## src/common/flash_seq_map.svh

```systemverilog
// Bus addresses, command codes, status bit positions and timing counts for the flash controller
`ifndef FLASH_SEQ_MAP_SVH
`define FLASH_SEQ_MAP_SVH
`define UNLOCK_ADDR1       12'h555
`define UNLOCK_ADDR2       12'h2aa
`define UNLOCK_DATA1       16'h00aa
`define UNLOCK_DATA2       16'h0055
`define CMD_PROGRAM        16'h00a0
`define CMD_BYPASS         16'h0020
`define CMD_BYPASS_RST1    16'h0090
`define CMD_BYPASS_RST2    16'h0000
`define CMD_ERASE_SETUP    16'h0080
`define CMD_CHIP_ERASE     16'h0010
`define CMD_SECTOR_ERASE   16'h0030
`define CMD_SECURE_ENTER   16'h0088
`define CMD_SECURE_EXIT    16'h0090
`define CMD_SECURE_EXIT2   16'h0000
`define CMD_RESET          16'h00f0
`define POLL_BIT           7
`define TOGGLE_BIT         6
`define TIMEOUT_BIT        5
`define WINDOW_BIT         3
`define ERASE_TOGGLE_BIT   2
`define WE_LOW_NS          40
`define WE_HIGH_NS         40
`define CLK_NS             4
`define WE_LOW_CYC         ((`WE_LOW_NS + `CLK_NS - 1) / `CLK_NS)
`define WE_HIGH_CYC        ((`WE_HIGH_NS + `CLK_NS - 1) / `CLK_NS)
`define RESET_PULSE_NS     500
`define RESET_PULSE_CYC    ((`RESET_PULSE_NS + `CLK_NS - 1) / `CLK_NS)
`define ERASE_WINDOW_US    50
`endif

```

## src/common/flash_seq_pkg.sv

```systemverilog
// Types shared by the flash controller
package flash_seq_pkg;
    typedef enum logic [3:0] {
        OP_READ_STATUS = 4'h0,
        OP_PROGRAM     = 4'h1,
        OP_BYPASS_ON   = 4'h2,
        OP_BYPASS_PROG = 4'h3,
        OP_BYPASS_OFF  = 4'h4,
        OP_CHIP_ERASE  = 4'h5,
        OP_SECTOR_ERASE= 4'h6,
        OP_SECTOR_ADD  = 4'h7,
        OP_SECURE_ON   = 4'h8,
        OP_SECURE_OFF  = 4'h9,
        OP_RESET_CMD   = 4'ha,
        OP_HW_RESET    = 4'hb
    } op_e;
    typedef enum logic [2:0] {
        ST_IDLE  = 3'b000,
        ST_LOAD  = 3'b001,
        ST_LOW   = 3'b010,
        ST_HIGH  = 3'b011,
        ST_RDLOW = 3'b100,
        ST_HWRST = 3'b101,
        ST_DONE  = 3'b110
    } state_e;
endpackage

```

## src/rtl/flash_cmd_host.sv

```systemverilog
// Host-side controller that issues command sequences to a multi-bank parallel flash
`timescale 1ns/1ps
`include "flash_seq_map.svh"
// Summary of operation
// - Secure region entry is a three-write sequence; region stays mapped until exit; the host also clears secure_active on hardware reset.
// - Secure region exit is a four-write sequence restoring normal array access.
// - Word program: two unlocks, setup, then address with data.
// - Hardware reset aborts program or erase; reissue sequence afterwards.
// - Bypass entry: two unlocks then command 20h.
// - Bypass program: A0h then address with data, repeated freely.
// - In bypass only bypass program and bypass reset; exit with two writes.
// - Chip erase: two unlocks, setup, two unlocks, chip erase command.
// - Sector erase: five sequence writes then sector address with command.
// - Extra sector erase writes must follow within 50 us of the last.
// - Address latched on later falling strobe, data on earlier rising strobe.
// - Reset command is refused while the device is busy; a timed-out operation is only aborted by hardware reset.
module flash_cmd_host
    import flash_seq_pkg::*;
(
    input  wire logic        clk,
    input  wire logic        rst,
    input  wire logic        req_valid,
    output logic             req_ready,
    input  wire op_e         req_op,
    input  wire logic [1:0]  req_bank,
    input  wire logic [21:0] req_addr,
    input  wire logic [15:0] req_data,
    output logic             done_valid,
    output logic [15:0]      done_status,
    output logic             refused,
    output logic             bypass_active,
    output logic             secure_active,
    output logic             busy_seen,
    input  wire logic        accel_high,
    output logic [23:0]      flash_addr,
    output logic [15:0]      flash_dq_out,
    output logic             flash_dq_oe,
    input  wire logic [15:0] flash_dq_in,
    output logic             flash_ce_n,
    output logic             flash_we_n,
    output logic             flash_oe_n,
    output logic             flash_reset_n,
    input  wire logic        ready_busy_out,
    output logic             write_protect_accel_pin
);
    state_e      st_q, st_d;
    logic [2:0]  idx_q, idx_d;
    logic [2:0]  len_q, len_d;
    logic [7:0]  cnt_q, cnt_d;
    op_e         op_q, op_d;
    logic [1:0]  bank_q, bank_d;
    logic [21:0] addr_q, addr_d;
    logic [15:0] data_q, data_d;
    logic [15:0] stat_q, stat_d;
    logic        done_q, done_d;
    logic        ref_q, ref_d;
    logic        byp_q, byp_d;
    logic        sec_q, sec_d;
    logic [23:0] fa_q, fa_d;
    logic [15:0] fd_q, fd_d;
    logic        oe_q, oe_d;
    logic        ce_q, ce_d;
    logic        we_q, we_d;
    logic        rd_q, rd_d;
    logic        rn_q, rn_d;
    logic [11:0] seq_a;
    logic [15:0] seq_d;
    logic        seq_full;
    logic        allowed;

    // Writes of the chosen sequence: step index to bank-local address and data
    always_comb begin
        seq_full = 1'b0;
        seq_a    = `UNLOCK_ADDR1;
        seq_d    = `UNLOCK_DATA1;
        case (idx_q)
            3'd0: begin
                seq_a = `UNLOCK_ADDR1;
                seq_d = `UNLOCK_DATA1;
            end
            3'd1: begin
                seq_a = `UNLOCK_ADDR2;
                seq_d = `UNLOCK_DATA2;
            end
            default: begin
                seq_a = `UNLOCK_ADDR1;
                seq_d = `UNLOCK_DATA1;
            end
        endcase
        case (op_q)
            OP_PROGRAM: begin
                if (idx_q == 3'd2) seq_d = `CMD_PROGRAM;
                if (idx_q == 3'd3) seq_full = 1'b1;
            end
            OP_BYPASS_ON: begin
                if (idx_q == 3'd2) seq_d = `CMD_BYPASS;
            end
            OP_BYPASS_PROG: begin
                if (idx_q == 3'd0) seq_d = `CMD_PROGRAM;
                if (idx_q == 3'd1) seq_full = 1'b1;
            end
            OP_BYPASS_OFF: begin
                seq_d = (idx_q == 3'd0) ? `CMD_BYPASS_RST1 : `CMD_BYPASS_RST2;
            end
            OP_CHIP_ERASE, OP_SECTOR_ERASE: begin
                if (idx_q == 3'd2) seq_d = `CMD_ERASE_SETUP;
                if (idx_q == 3'd3) begin
                    seq_a = `UNLOCK_ADDR1;
                    seq_d = `UNLOCK_DATA1;
                end
                if (idx_q == 3'd4) begin
                    seq_a = `UNLOCK_ADDR2;
                    seq_d = `UNLOCK_DATA2;
                end
                if (idx_q == 3'd5) begin
                    seq_d    = (op_q == OP_CHIP_ERASE) ? `CMD_CHIP_ERASE : `CMD_SECTOR_ERASE;
                    seq_full = (op_q == OP_SECTOR_ERASE);
                end
            end
            OP_SECTOR_ADD: begin
                seq_d    = `CMD_SECTOR_ERASE;
                seq_full = 1'b1;
            end
            OP_SECURE_ON: begin
                if (idx_q == 3'd2) seq_d = `CMD_SECURE_ENTER;
            end
            OP_SECURE_OFF: begin
                if (idx_q == 3'd2) seq_d = `CMD_SECURE_EXIT;
                if (idx_q == 3'd3) seq_d = `CMD_SECURE_EXIT2;
            end
            default: begin
                seq_d = `CMD_RESET;
            end
        endcase
    end

    // Host-side policing: never send what the device would refuse
    always_comb begin
        allowed = 1'b1;
        if (!ready_busy_out && req_op != OP_READ_STATUS && req_op != OP_HW_RESET &&
            req_op != OP_SECTOR_ADD) allowed = 1'b0;
        if (sec_q && (req_op == OP_BYPASS_ON || req_op == OP_BYPASS_PROG)) allowed = 1'b0;
        if ((byp_q || accel_high) && !(req_op == OP_BYPASS_PROG || req_op == OP_BYPASS_OFF ||
            req_op == OP_READ_STATUS || req_op == OP_HW_RESET)) allowed = 1'b0;
        if (!byp_q && !accel_high && req_op == OP_BYPASS_PROG) allowed = 1'b0;
    end

    assign req_ready = (st_q == ST_IDLE);

    always_comb begin
        st_d = st_q;
        idx_d = idx_q;
        len_d = len_q;
        cnt_d = cnt_q;
        op_d = op_q;
        bank_d = bank_q;
        addr_d = addr_q;
        data_d = data_q;
        stat_d = stat_q;
        done_d = 1'b0;
        ref_d = 1'b0;
        byp_d = byp_q;
        sec_d = sec_q;
        fa_d = fa_q;
        fd_d = fd_q;
        oe_d = oe_q;
        ce_d = ce_q;
        we_d = we_q;
        rd_d = rd_q;
        rn_d = 1'b1;
        case (st_q)
            ST_IDLE: begin
                if (req_valid) begin
                    op_d   = req_op;
                    bank_d = req_bank;
                    addr_d = req_addr;
                    data_d = req_data;
                    idx_d  = 3'd0;
                    if (!allowed) begin
                        ref_d = 1'b1;
                    end else if (req_op == OP_HW_RESET) begin
                        cnt_d = 8'(`RESET_PULSE_CYC);
                        st_d  = ST_HWRST;
                    end else if (req_op == OP_READ_STATUS) begin
                        fa_d  = {req_bank, req_addr};
                        ce_d  = 1'b0;
                        rd_d  = 1'b0;
                        cnt_d = 8'(`WE_LOW_CYC);
                        st_d  = ST_RDLOW;
                    end else begin
                        case (req_op)
                            OP_PROGRAM, OP_SECURE_OFF: len_d = 3'd3;
                            OP_BYPASS_ON, OP_SECURE_ON: len_d = 3'd2;
                            OP_BYPASS_PROG, OP_BYPASS_OFF: len_d = 3'd1;
                            OP_CHIP_ERASE, OP_SECTOR_ERASE: len_d = 3'd5;
                            default: len_d = 3'd0;
                        endcase
                        st_d = ST_LOAD;
                    end
                end
            end
            ST_LOAD: begin
                // Address settles before the strobe falls, data drives through the rising edge
                fa_d  = seq_full ? {bank_q, addr_q} : {bank_q, 10'h000, seq_a};
                fd_d  = (seq_full && op_q != OP_SECTOR_ERASE && op_q != OP_SECTOR_ADD) ? data_q : seq_d;
                oe_d  = 1'b1;
                ce_d  = 1'b0;
                cnt_d = 8'(`WE_LOW_CYC);
                st_d  = ST_LOW;
            end
            ST_LOW: begin
                we_d = 1'b0;
                // Strobe falls a cycle after entry, so run to zero to keep it low the full count
                if (cnt_q == 8'd0) begin
                    we_d  = 1'b1;
                    cnt_d = 8'(`WE_HIGH_CYC);
                    st_d  = ST_HIGH;
                end else begin
                    cnt_d = cnt_q - 8'd1;
                end
            end
            ST_HIGH: begin
                ce_d = 1'b1; // CE rises after WE so WE edge latches data
                oe_d = 1'b0;
                if (cnt_q <= 8'd1) begin
                    if (idx_q == len_q) begin
                        st_d = ST_DONE;
                    end else begin
                        idx_d = idx_q + 3'd1;
                        st_d  = ST_LOAD;
                    end
                end else begin
                    cnt_d = cnt_q - 8'd1;
                end
            end
            ST_RDLOW: begin
                // Status bits: poll, toggle, timeout, window, erase toggle
                if (cnt_q <= 8'd1) begin
                    stat_d = flash_dq_in;
                    ce_d   = 1'b1;
                    rd_d   = 1'b1;
                    st_d   = ST_DONE;
                end else begin
                    cnt_d = cnt_q - 8'd1;
                end
            end
            ST_HWRST: begin
                rn_d = 1'b0;
                if (cnt_q <= 8'd1) begin
                    byp_d = 1'b0;
                    sec_d = 1'b0;
                    st_d  = ST_DONE;
                end else begin
                    cnt_d = cnt_q - 8'd1;
                end
            end
            default: begin
                case (op_q)
                    OP_BYPASS_ON:  byp_d = 1'b1;
                    OP_BYPASS_OFF: byp_d = 1'b0;
                    OP_SECURE_ON:  sec_d = 1'b1;
                    OP_SECURE_OFF: sec_d = 1'b0;
                    OP_RESET_CMD:  byp_d = 1'b0;
                    default:       byp_d = byp_q;
                endcase
                done_d = 1'b1;
                st_d   = ST_IDLE;
            end
        endcase
    end

    always_ff @(posedge clk) begin
        if (rst) begin
            st_q <= ST_IDLE;
            idx_q <= 3'd0;
            len_q <= 3'd0;
            cnt_q <= 8'h00;
            op_q <= OP_READ_STATUS;
            bank_q <= 2'h0;
            addr_q <= 22'h000000;
            data_q <= 16'h0000;
            stat_q <= 16'h0000;
            done_q <= 1'b0;
            ref_q <= 1'b0;
            byp_q <= 1'b0;
            sec_q <= 1'b0;
            fa_q <= 24'h000000;
            fd_q <= 16'h0000;
            oe_q <= 1'b0;
            ce_q <= 1'b1;
            we_q <= 1'b1;
            rd_q <= 1'b1;
            rn_q <= 1'b1;
        end else begin
            st_q <= st_d;
            idx_q <= idx_d;
            len_q <= len_d;
            cnt_q <= cnt_d;
            op_q <= op_d;
            bank_q <= bank_d;
            addr_q <= addr_d;
            data_q <= data_d;
            stat_q <= stat_d;
            done_q <= done_d;
            ref_q <= ref_d;
            byp_q <= byp_d;
            sec_q <= sec_d;
            fa_q <= fa_d;
            fd_q <= fd_d;
            oe_q <= oe_d;
            ce_q <= ce_d;
            we_q <= we_d;
            rd_q <= rd_d;
            rn_q <= rn_d;
        end
    end

    assign done_valid    = done_q;
    assign done_status   = stat_q;
    assign refused       = ref_q;
    assign bypass_active = byp_q | accel_high;
    assign secure_active = sec_q;
    assign busy_seen     = ~ready_busy_out;
    assign flash_addr    = fa_q;
    assign flash_dq_out  = fd_q;
    assign flash_dq_oe   = oe_q;
    assign flash_ce_n    = ce_q;
    assign flash_we_n    = we_q;
    assign flash_oe_n    = rd_q;
    assign flash_reset_n = rn_q;
    // Accel pin held low-voltage side; high voltage is an external supply switch
    assign write_protect_accel_pin = 1'b1;
endmodule // flash_cmd_host

```

## config.mk

```make
export PLATFORM = sky130hd
export DESIGN_NAME = flash_cmd_host
export DESIGN_NICKNAME = d
export VERILOG_FILES = /design/src/common/flash_seq_pkg.sv /design/src/rtl/flash_cmd_host.sv
export VERILOG_INCLUDE_DIRS = /design/src /design/src/common
export SDC_FILE = /design/constraint.sdc
export NUM_CORES = 1
export LEC_CHECK = 0
export ABC_AREA = 1
export BUFFER_PORTS_ARGS = -buffer_cell sky130_fd_sc_hd__buf_2
export CORE_MARGIN = 10
export CORE_UTILIZATION = 60
export CTS_BUF_LIST = sky130_fd_sc_hd__clkbuf_8
export DETAILED_ROUTE_END_ITERATION = 10
export PLACE_DENSITY = 0.87
export RECOVER_POWER = 50
export SYNTH_ARGS = -nofsm -noshare
export SYNTH_HDL_FRONTEND = slang
export SYNTH_SLANG_ARGS = --single-unit
```

## constraint.sdc

```tcl
create_clock -name clk -period 4.8 [get_ports clk]
set_input_delay 0.24 -clock clk [delete_from_list [all_inputs] [get_ports clk]]
set_output_delay 0.24 -clock clk [all_outputs]
set_load 0.02 [all_outputs]
```

==> results of run 1 <==
## where the power goes
group	total [mW]	switching [mW]	internal, mW
registers	1.62	0.218	1.40
clock network	1.14	0.418	0.724
logic	2.14	1.51	0.640
## worst max path at each step
| stage | from | endpoint | slack, ps | depth (start not counted) |
|---|---|---|---|---|
| floorplan | cnt_q[0]$_SDFFE_PP0P_ | done_status[10]$_SDFFE_PP0P_ | 3160 | 10 |
| global placement | req_op[0] | flash_oe_n$_SDFFE_PP1P_ | 2300 | 11 |
| detailed placement | req_op[0] | flash_oe_n$_SDFFE_PP1P_ | 2280 | 11 |
| CTS | st_q[2]$_SDFFE_PP0P_ | cnt_q[1]$_SDFFE_PP0P_ | 2390 | 10 |
| global route | rst | done_status[11]$_SDFFE_PP0P_ | 1250 | 5 |
| finish | rst | done_status[11]$_SDFFE_PP0P_ | 1640 | 5 |
## tightest hold or removal path, stage by stage
cell	delay, ps
buf_2	80
nor2_1	30
nor2_1	80
## area by class of cell
| class | instances | area, sq um |
|---|---|---|
| Clock inverter | 11 | 210 |
| Multi-Input combinational cell | 665 | 3090 |
| Tap cell | 136 | 170 |
| Timing Repair Buffer | 134 | 592 |
| Clock buffer | 21 | 289 |
| Inverter | 107 | 404 |
| Sequential cell | 126 | 2520 |
| Fill cell | 901 | 2960 |
## layer usage
metal | vias up | wire length [microns] | GRT usage
met4 | 0 | 304 | 0.0753
met5 | - | 0 | 0
met3 | 34 | 1480 | 0.0856
met2 | 220 | 7340 | 0.354
li1 | 3189 | - | -
met1 | 2739 | 7030 | 0.262
## through the flow
stage                     cell area, sq um   util
after floorplan                       6220      -
after global placement                6870  0.671
after detailed placement              6870  0.671
after CTS                             7360  0.720
after global routing                  7270  0.711
final                                 7270  0.711
## synthesized netlist by cell type, drive strengths merged (4+ instances only)
master	n	area share
inv	107	0.065
buf	18	0.019
xnor2	4	0.0056
clkbuf	24	0.015
nand2	215	0.13
nor2	193	0.12
ha	14	0.028
nand4	11	0.013
nand3	39	0.035
dfxtp	126	0.41
o21ai	117	0.096
a21oi	56	0.046
## registers in the layout, summed over array words and instances, names as in the netlist, 3 cells and up
name          count
cnt_q             8
st_q              3
data_q           16
addr_q           22
len_q             3
op_q              4
flash_addr       24
flash_dq_out     16
idx_q             3
done_status      16
## kinds of logic (layout without fill, tap and decap cells)
| logic type | count (synthesis) | count (layout) | share of synthesized area |
|---|---|---|---|
| AO/OA/AOI/OAI | 181 | 181 | 0.152 |
| XOR/XNOR | 7 | 7 | 0.00985 |
| adder cells (fa/ha/maj) | 14 | 14 | 0.0281 |
| buffers and inverters | 149 | 273 | 0.0983 |
| flip-flops | 126 | 126 | 0.405 |
| other | 1 | 1 | 0.000602 |
| AND/OR/NAND/NOR | 462 | 462 | 0.306 |
## cells in the final DEF, fill, tap and decap left out, types with 11 or more instances in the layout
master and instances:
buf_2 65, nand3_1 35, a21oi_1 54, o21ai_0 110, clkbuf_8 21, nor2_1 186
clkbuf_1 67, inv_1 96, nand2_1 212, ha_1 14, dfxtp_1 126, inv_2 11
==> results.py, run 1 <==
metrics = {
    "worst_hold_path": {
        "holdCritStartpoint": "flash_dq_in[3]",
        "worstHoldPathType": "input port to register",
        "min_to": "done_status[3]$_SDFFE_PP0P_",
        "min_path_cells": 3,
    },
    "status": {
        "outcome": "finished, violations left",
        "violations": "capacitance limit, slew limit",
    },
    "synth": {
        "synth_seq_cells": 126,
        "synth_ff_type": "dfxtp_1",
        "synthCells": 940,
        "yosysWarnings": 0,
        "syn_area_sq_um": 6220,
        "syn_nets": 1019,
        "ys_async_sr_fraction": 0,
        "avgSynthCellArea_sq_um": 6.62,
        "synth-edff-count": 0,
        "yosysSeqAreaShare": 0.405,
        "ys_types": 35,
    },
    "placement": {
        "dp_hpwl_microns": 10900,
        "port_buffers": 131,
        "gp_congestion": 0.898,
        "preCtsSetupSlack_ps": 2280,
        "place_inst": 1168,
    },
    "global_routing": {
        "grt_start_max_net_pins": 74,
        "grt_overflow_total": 0,
        "antenna_found_initial": 0,
        "grt_usage": 0.220,
        "grt_pass1_wl_microns": 27300,
        "grt_pass1_vias": 5993,
    },
    "timing": {
        "fin_hold_ws_ps": 18.7,
        "fin_crit_ps": 3160,
        "setup_viol": 0,
        "setup_slack_ps": 1640,
        "slew_viol_final": 116,
        "finalCritPeriodShare": 0.659,
        "finalSetupTns_ps": 0,
        "max-slew-margin-rel": -0.207,
        "hold_violations": 0,
        "fmax_mhz": 316,
        "finalClockSkew_ps": 11.3,
        "rsz0062_at_grt": "false",
        "tightest_slew_ps": 1810,
    },
    "route": {
        "avgRoutedWirePerCell_microns": 13.5,
        "dr_total_vias": 6182,
        "vias_per_cell": 5.15,
        "routed_wl_microns": 16100,
        "drc": 0,
        "ant_nets": 0,
        "first_pass_iters": 5,
        "drt_iter0_markers": 562,
    },
    "critical_path": {
        "endpoint_kind": "register",
        "crit_arrival_ps": 3530,
        "cp.required_ps": 5170,
        "critPathKind": "input port to register",
        "r2r_slack_ps": 2350,
        "r2r-start": "st_q[2]$_SDFFE_PP0P_",
        "path_cells": "buf_2 -> inv_1 -> clkbuf_1 -> o21ai_0 -> nor2_1",
        "max_stage_delay_ps": 1320,
        "critPathTopFamily": "buffers and inverters",
        "r2r-end": "cnt_q[1]$_SDFFE_PP0P_",
        "crit_fanout": 73,
        "r2r_cells": 10,
        "startpoint_type": "input port",
        "critPathBufInv": 3,
        "cp_slowest_cell": "inv_1",
    },
    "cts": {
        "clockRootBuffer": "clkbuf_8",
        "cts_buffer_depth": 2,
        "cts_sinks": 126,
        "clk_latency_ps": 440,
        "cts_made_buffers": 17,
        "cts_tree": "yes",
        "cts_setup_buffers": 0,
        "postCtsHoldBufs": 0,
        "postCtsResizedCells": 0,
        "clk_pin_slew_ps": 70,
        "h-tree-depth": 4,
    },
    "power_and_ir_drop": {
        "cellPowerDensity_nw_per_um2": 675,
        "ir_worst_vdd_v": 0.000390,
        "p_leak_nw": 3.48,
        "fin_total_pwr_mw": 4.91,
    },
    "layout": {
        "antenna_cells": 0,
        "drive_gt1_frac": 0.121,
        "area_growth_pct": 16.8,
        "final_net_count": 1130,
        "instances_no_fill": 1200,
    },
    "floorplanning": {
        "num_rows": 37,
        "die_y_microns": 122,
        "start_util": 0.608,
        "die_w_microns": 122,
        "core_sq_um": 10200,
        "design.die.area_sq_um": 14800,
        "io_pins": 133,
    },
    "run": {
        "drv_cap": 2,
    },
}
(Power assumes the default switching activity.)
==> run 2: changes to the inputs <==
--- a/config.mk
+++ b/config.mk
@@ -9,10 +9,10 @@
 export ABC_AREA = 1
 export BUFFER_PORTS_ARGS = -buffer_cell sky130_fd_sc_hd__buf_2
 export CORE_MARGIN = 10
-export CORE_UTILIZATION = 60
+export CORE_UTILIZATION = 51
 export CTS_BUF_LIST = sky130_fd_sc_hd__clkbuf_8
 export DETAILED_ROUTE_END_ITERATION = 10
-export PLACE_DENSITY = 0.87
+export PLACE_DENSITY = 0.78
 export RECOVER_POWER = 50
 export SYNTH_ARGS = -nofsm -noshare
 export SYNTH_HDL_FRONTEND = slang
==> constraint.sdc (replaced) <==
create_clock -name clk -period 2.68 [get_ports clk]
set_input_delay 0.134 -clock clk [delete_from_list [all_inputs] [get_ports clk]]
set_output_delay 0.134 -clock clk [all_outputs]
set_load 0.02 [all_outputs]
==> run 2 against run 1 <==
  * Count of clock-buffer cells in the layout grew 1
  * Clock skew shrank 5.9 ps
  * The flow now finishes without violations
  * Sequential cell count is the same
  * Final cell count grew 5.8%
==> results.py, run 2 (synthesis results as in run 1) <==
metrics = {
    "power_and_ir_drop": {
        "cellPowerDensity_nw_per_um2": 1100,
        "p_leak_nw": 3.72,
        "ir_worst_vdd_v": 0.000524,
        "fin_total_pwr_mw": 8.59,
    },
    "timing": {
        "rsz0062_at_grt": "false",
        "finalSetupTns_ps": 0,
        "tightest_slew_ps": 1070,
        "fin_crit_ps": 2290,
        "slew_viol_final": 0,
        "hold_violations": 0,
        "max-slew-margin-rel": 0.286,
        "finalClockSkew_ps": 5.45,
        "finalCritPeriodShare": 0.856,
        "fmax_mhz": 436,
        "setup_viol": 0,
    },
    "cts": {
        "clockRootBuffer": "clkbuf_8",
        "cts_sinks": 126,
        "clk_pin_slew_ps": 70,
        "cts_made_buffers": 17,
        "cts_tree": "yes",
        "h-tree-depth": 4,
        "clk_latency_ps": 450,
        "cts_buffer_depth": 2,
    },
    "global_routing": {
        "grt_start_max_net_pins": 103,
        "antenna_found_initial": 0,
        "grt_overflow_total": 0,
        "grt_usage": 0.208,
        "grt_pass1_wl_microns": 29100,
        "grt_pass1_vias": 6216,
    },
    "critical_path": {
        "r2r-start": "st_q[1]$_SDFFE_PP0P_",
        "critical_path.endpoint": "data_q[4]$_SDFFE_PP0P_",
        "crit_arrival_ps": 2590,
        "critPathLaunch": "st_q[1]$_SDFFE_PP0P_",
        "r2r_slack_ps": 390,
        "critPathKind": "register to register",
        "endpoint_kind": "register",
        "r2r-end": "data_q[4]$_SDFFE_PP0P_",
        "cp.required_ps": 2970,
        "r2r_cells": 7,
        "crit_fanout": 56,
        "startpoint_type": "register",
    },
    "route": {
        "routed_wl_microns": 17300,
        "drc": 0,
        "dr_total_vias": 6379,
        "first_pass_iters": 5,
        "avgRoutedWirePerCell_microns": 13.6,
        "drt_iter0_markers": 682,
        "ant_nets": 0,
        "vias_per_cell": 5.02,
    },
    "layout": {
        "drive_gt1_frac": 0.115,
        "area_growth_pct": 25.4,
        "final_cell_mix": "nand2_1, nor2_1, dfxtp_1, o21ai_0, inv_1",
        "final_util": 0.653,
        "final_net_count": 1189,
        "final_common_cell": "nand2_1",
        "fillers": 1076,
        "largest_reg_flops": 24,
    },
    "run": {
        "drv_cap": 0,
    },
    "floorplanning": {
        "die_y_microns": 130,
        "design.die.area_sq_um": 17000,
        "io_pins": 133,
        "die_w_microns": 130,
        "core_sq_um": 12000,
        "start_util": 0.520,
        "num_rows": 40,
    },
    "placement": {
        "port_buffers": 131,
        "gp_congestion": 0.925,
        "dp_hpwl_microns": 11300,
    },
    "status": {
        "outcome": "finished, final reports clean",
    },
    "worst_hold_path": {
        "worstHoldPathType": "input port to register",
        "min_path_cells": 3,
    },
}
==> run 2: cell types whose count changed in the layout (fill, tap and decap cells not counted), sizes merged <==
cell and change:
dlygate4sd3 +53, clkinvlp -1, clkinv +1, clkbuf +2, buf +5, diode +1, bufinv -3, inv +1
==> run 2: through the flow <==
step                std cells  cell area [sq um]  setup WS, ps  hold slack (ps)
detailed placement       1185               6950           622              360
global placement         1185               6950           660              354
CTS                      1269               7900           607             4.28
global route             1269               7800           185             17.4
finish                   1270               7800           386             29.6
floorplan                 940               6220          1040              203
==> run 2: how the worst min path moves through the flow <==
| stage | start | to |
|---|---|---|
| floorplan | rst | st_q[1]$_SDFFE_PP0P_ |
| global placement | flash_dq_in[12] | done_status[12]$_SDFFE_PP0P_ |
| detailed placement | req_data[1] | data_q[1]$_SDFFE_PP0P_ |
| CTS | req_addr[6] | addr_q[6]$_SDFFE_PP0P_ |
| global route | req_op[2] | len_q[2]$_SDFFE_PP0P_ |
| finish | req_addr[6] | addr_q[6]$_SDFFE_PP0P_ |
==> run 2: power breakdown <==
part / total, mW / internal (mW) / switching [mW]
Sequential: 2.90 / 2.52 / 0.389
Clock: 1.73 / 1.02 / 0.709
Combinational: 3.96 / 1.23 / 2.72
Total: 8.59 / 4.77 / 3.82
==> run 2: layout make-up <==
type	count	area [sq um]	share of cell area
flip-flops and latches	126	2520	0.323
diodes	1	2.50	0.000321
well taps	147	184	0.0236
multi-input cells	665	3080	0.395
clock inverters	9	116	0.0149
clock buffers	22	303	0.0388
repair buffers	193	1190	0.153
inverters	107	404	0.0518
==> run 2: repair_timing <==
item | in CTS | in global routing
setup buffers | 0 | 0
hold endpoints to repair | 58 | 0
gates resized for setup | 0 | 0
hold buffers | 53 | 0
==> run 2: per-layer routing <==
metal | vias up | global-route usage | part of all wire
met5 | - | 0 | 0
met4 | 0 | 0.0752 | 0.015
met3 | 24 | 0.0701 | 0.081
met2 | 207 | 0.331 | 0.46
met1 | 2850 | 0.256 | 0.44
li1 | 3298 | - | -
==> run 2: critical path: stages (launching register included) <==
cell	delay (ps)
dfxtp_1	390
nor2_1	220
nand2_1	130
nor2_1	150
clkinv_1	120
clkbuf_2	600
o21ai_0	420
a21oi_1	80
==> run 3: changes to the inputs <==
--- a/config.mk
+++ b/config.mk
@@ -9,11 +9,11 @@
 export ABC_AREA = 1
 export BUFFER_PORTS_ARGS = -buffer_cell sky130_fd_sc_hd__buf_2
 export CORE_MARGIN = 10
-export CORE_UTILIZATION = 51
+export CORE_UTILIZATION = 42
 export CTS_BUF_LIST = sky130_fd_sc_hd__clkbuf_8
 export DETAILED_ROUTE_END_ITERATION = 10
-export PLACE_DENSITY = 0.78
-export RECOVER_POWER = 50
+export PLACE_DENSITY = 0.67
+export RECOVER_POWER = 100
 export SYNTH_ARGS = -nofsm -noshare
 export SYNTH_HDL_FRONTEND = slang
 export SYNTH_SLANG_ARGS = --single-unit
==> run 3 against run 2 <==
  * Final cell count grew 3.4%
  * Non-clock buffer count rose by 6
  * Combinational power fell by 2%
  * Clock power rose by 4%
  * Sequential share of layout area down 0.26 points
  * Via count down 2.0%
  * Critical path depth increased by 2
  * Maximum frequency rose by 0.98%
  * Critical path type unchanged
  * Critical endpoint is now done_status[12]$_SDFFE_PP0P_
  * Largest cell class unchanged
  * Largest power group unchanged
==> results.py, run 3 (synthesis results as in run 1) <==
metrics = {
    "cts": {
        "h-tree-depth": 4,
        "cts_tree": "yes",
        "cts_buffer_depth": 2,
        "clk_latency_ps": 450,
        "postCtsResizedCells": 0,
        "cts_setup_buffers": 0,
        "cts_made_buffers": 17,
        "clockRootBuffer": "clkbuf_8",
        "clk_pin_slew_ps": 70,
        "cts_sinks": 126,
    },
    "power_and_ir_drop": {
        "fin_total_pwr_mw": 8.60,
        "ir_worst_vdd_v": 0.000467,
        "cellPowerDensity_nw_per_um2": 1090,
        "p_leak_nw": 3.73,
    },
    "timing": {
        "finalCritPeriodShare": 0.848,
        "rsz0062_at_grt": "false",
        "slew_viol_final": 0,
        "max-slew-margin-rel": 0.411,
        "finalSetupTns_ps": 0,
        "fin_hold_ws_ps": 34.3,
        "hold_violations": 0,
        "fmax_mhz": 440,
        "fin_crit_ps": 2270,
        "setup_viol": 0,
        "finalClockSkew_ps": 7.92,
        "tightest_slew_ps": 883,
    },
    "critical_path": {
        "endpoint_kind": "register",
        "startpoint_type": "register",
        "r2r-end": "done_status[12]$_SDFFE_PP0P_",
        "max_stage_delay_ps": 340,
        "r2r_slack_ps": 410,
        "r2r-start": "cnt_q[0]$_SDFFE_PP0P_",
        "crit_fanout": 16,
        "r2r_cells": 9,
        "cp_slowest_cell": "dfxtp_1",
        "critical_path.endpoint": "done_status[12]$_SDFFE_PP0P_",
        "cp.required_ps": 3020,
        "cp_common_cell": "nor2_1",
        "crit_arrival_ps": 2610,
        "critPathKind": "register to register",
        "path_cells": "inv_1 -> ha_1 -> o21ai_0 -> nor2_1 -> inv_1 -> nor2_1 -> inv_1 -> nor2_1 -> nor2_1",
        "critPathLaunch": "cnt_q[0]$_SDFFE_PP0P_",
    },
    "layout": {
        "largest_reg_flops": 24,
        "final_net_count": 1195,
        "final_util": 0.541,
        "drive_gt1_frac": 0.112,
        "multi_input_area_sq_um": 3060,
        "final_cell_mix": "nand2_1, nor2_1, dfxtp_1, o21ai_0, inv_1",
        "antenna_cells": 0,
        "regArea_sq_um": 2520,
        "fillers": 1479,
        "area_growth_pct": 26.4,
        "final_common_cell": "nand2_1",
    },
    "placement": {
        "dp_hpwl_microns": 11900,
        "port_buffers": 131,
        "gp_congestion": 0.892,
    },
    "route": {
        "drc": 0,
        "avgRoutedWirePerCell_microns": 13.3,
        "vias_per_cell": 4.76,
        "ant_nets": 0,
        "dr_total_vias": 6254,
        "routed_wl_microns": 17500,
        "drt_iter0_markers": 361,
        "first_pass_iters": 5,
    },
    "floorplanning": {
        "num_rows": 44,
        "die_y_microns": 142,
        "die_w_microns": 142,
        "core_sq_um": 14500,
        "io_pins": 133,
        "design.die.area_sq_um": 20100,
        "start_util": 0.428,
    },
    "global_routing": {
        "grt_pass1_vias": 6140,
        "grt_overflow_total": 0,
        "grt_start_max_net_pins": 45,
        "grt_usage": 0.173,
        "grt_pass1_wl_microns": 29200,
        "antenna_found_initial": 0,
    },
    "run": {
        "drv_cap": 0,
    },
    "status": {
        "outcome": "finished, final reports clean",
    },
    "worst_hold_path": {
        "worstHoldPathType": "input port to register",
    },
}
[run 3: layout make-up]
cell class	count	area share
Multi-Input combinational cell	665	0.389
Sequential cell	126	0.321
Timing Repair Buffer	199	0.155
Inverter	107	0.0514
Clock buffer	19	0.0332
Tap cell	184	0.0293
Clock inverter	13	0.0218
[run 3: how the worst min path moves through the flow]
stage | cells past startpoint | start | endpoint | slack (ps)
2_1_floorplan | 1 | rst | st_q[1]$_SDFFE_PP0P_ | 200
3_3_place_gp | 3 | flash_dq_in[2] | done_status[2]$_SDFFE_PP0P_ | 360
3_5_place_dp | 3 | req_data[3] | data_q[3]$_SDFFE_PP0P_ | 360
4_1_cts | 3 | req_op[1] | op_q[1]$_SDFFE_PP0P_ | 10
5_1_grt | 5 | req_addr[0] | flash_addr[0]$_SDFFE_PP0P_ | 40
6_report | 3 | req_op[1] | op_q[1]$_SDFFE_PP0P_ | 30
[run 3: repair_timing]
| item | in CTS | in global routing |
|---|---|---|
| endpoints found under the setup margin | 0 | 0 |
| hold endpoints to repair | 62 | 0 |
| hold buffers | 57 | 0 |
[run 3: through the flow]
step	setup WS, ps	cells	area (sq um)
2_1_floorplan	1040	940	6220
3_3_place_gp	661	1224	6990
3_5_place_dp	648	1224	6990
4_1_cts	585	1313	7990
5_1_grt	188	1313	7870
6_report	408	1313	7870
[run 3: report_power, final]
group          total (mW)  internal, mW  switching, mW
registers            2.90          2.51          0.381
logic                3.90          1.20           2.70
clock network        1.80          1.05          0.749
total                8.60          4.76           3.83
[run 3: worst max-delay path, delay by kind of cell, from the launching register on]
family | cells | cell delay [ps]
buffers and inverters | 3 | 580
AOI/OAI and AO/OA | 1 | 120
adders and majority gates | 1 | 240
DFF | 1 | 340
and+or+nand+nor | 4 | 880
[run 3: layer usage]
layer	part of all wire	up-vias	GRT usage	wire [microns]
li1	-	3317	-	-
met1	0.46	2749	0.214	8090
met2	0.45	165	0.279	7910
met3	0.071	23	0.0554	1240
met4	0.015	0	0.0570	267
met5	0	-	0	0
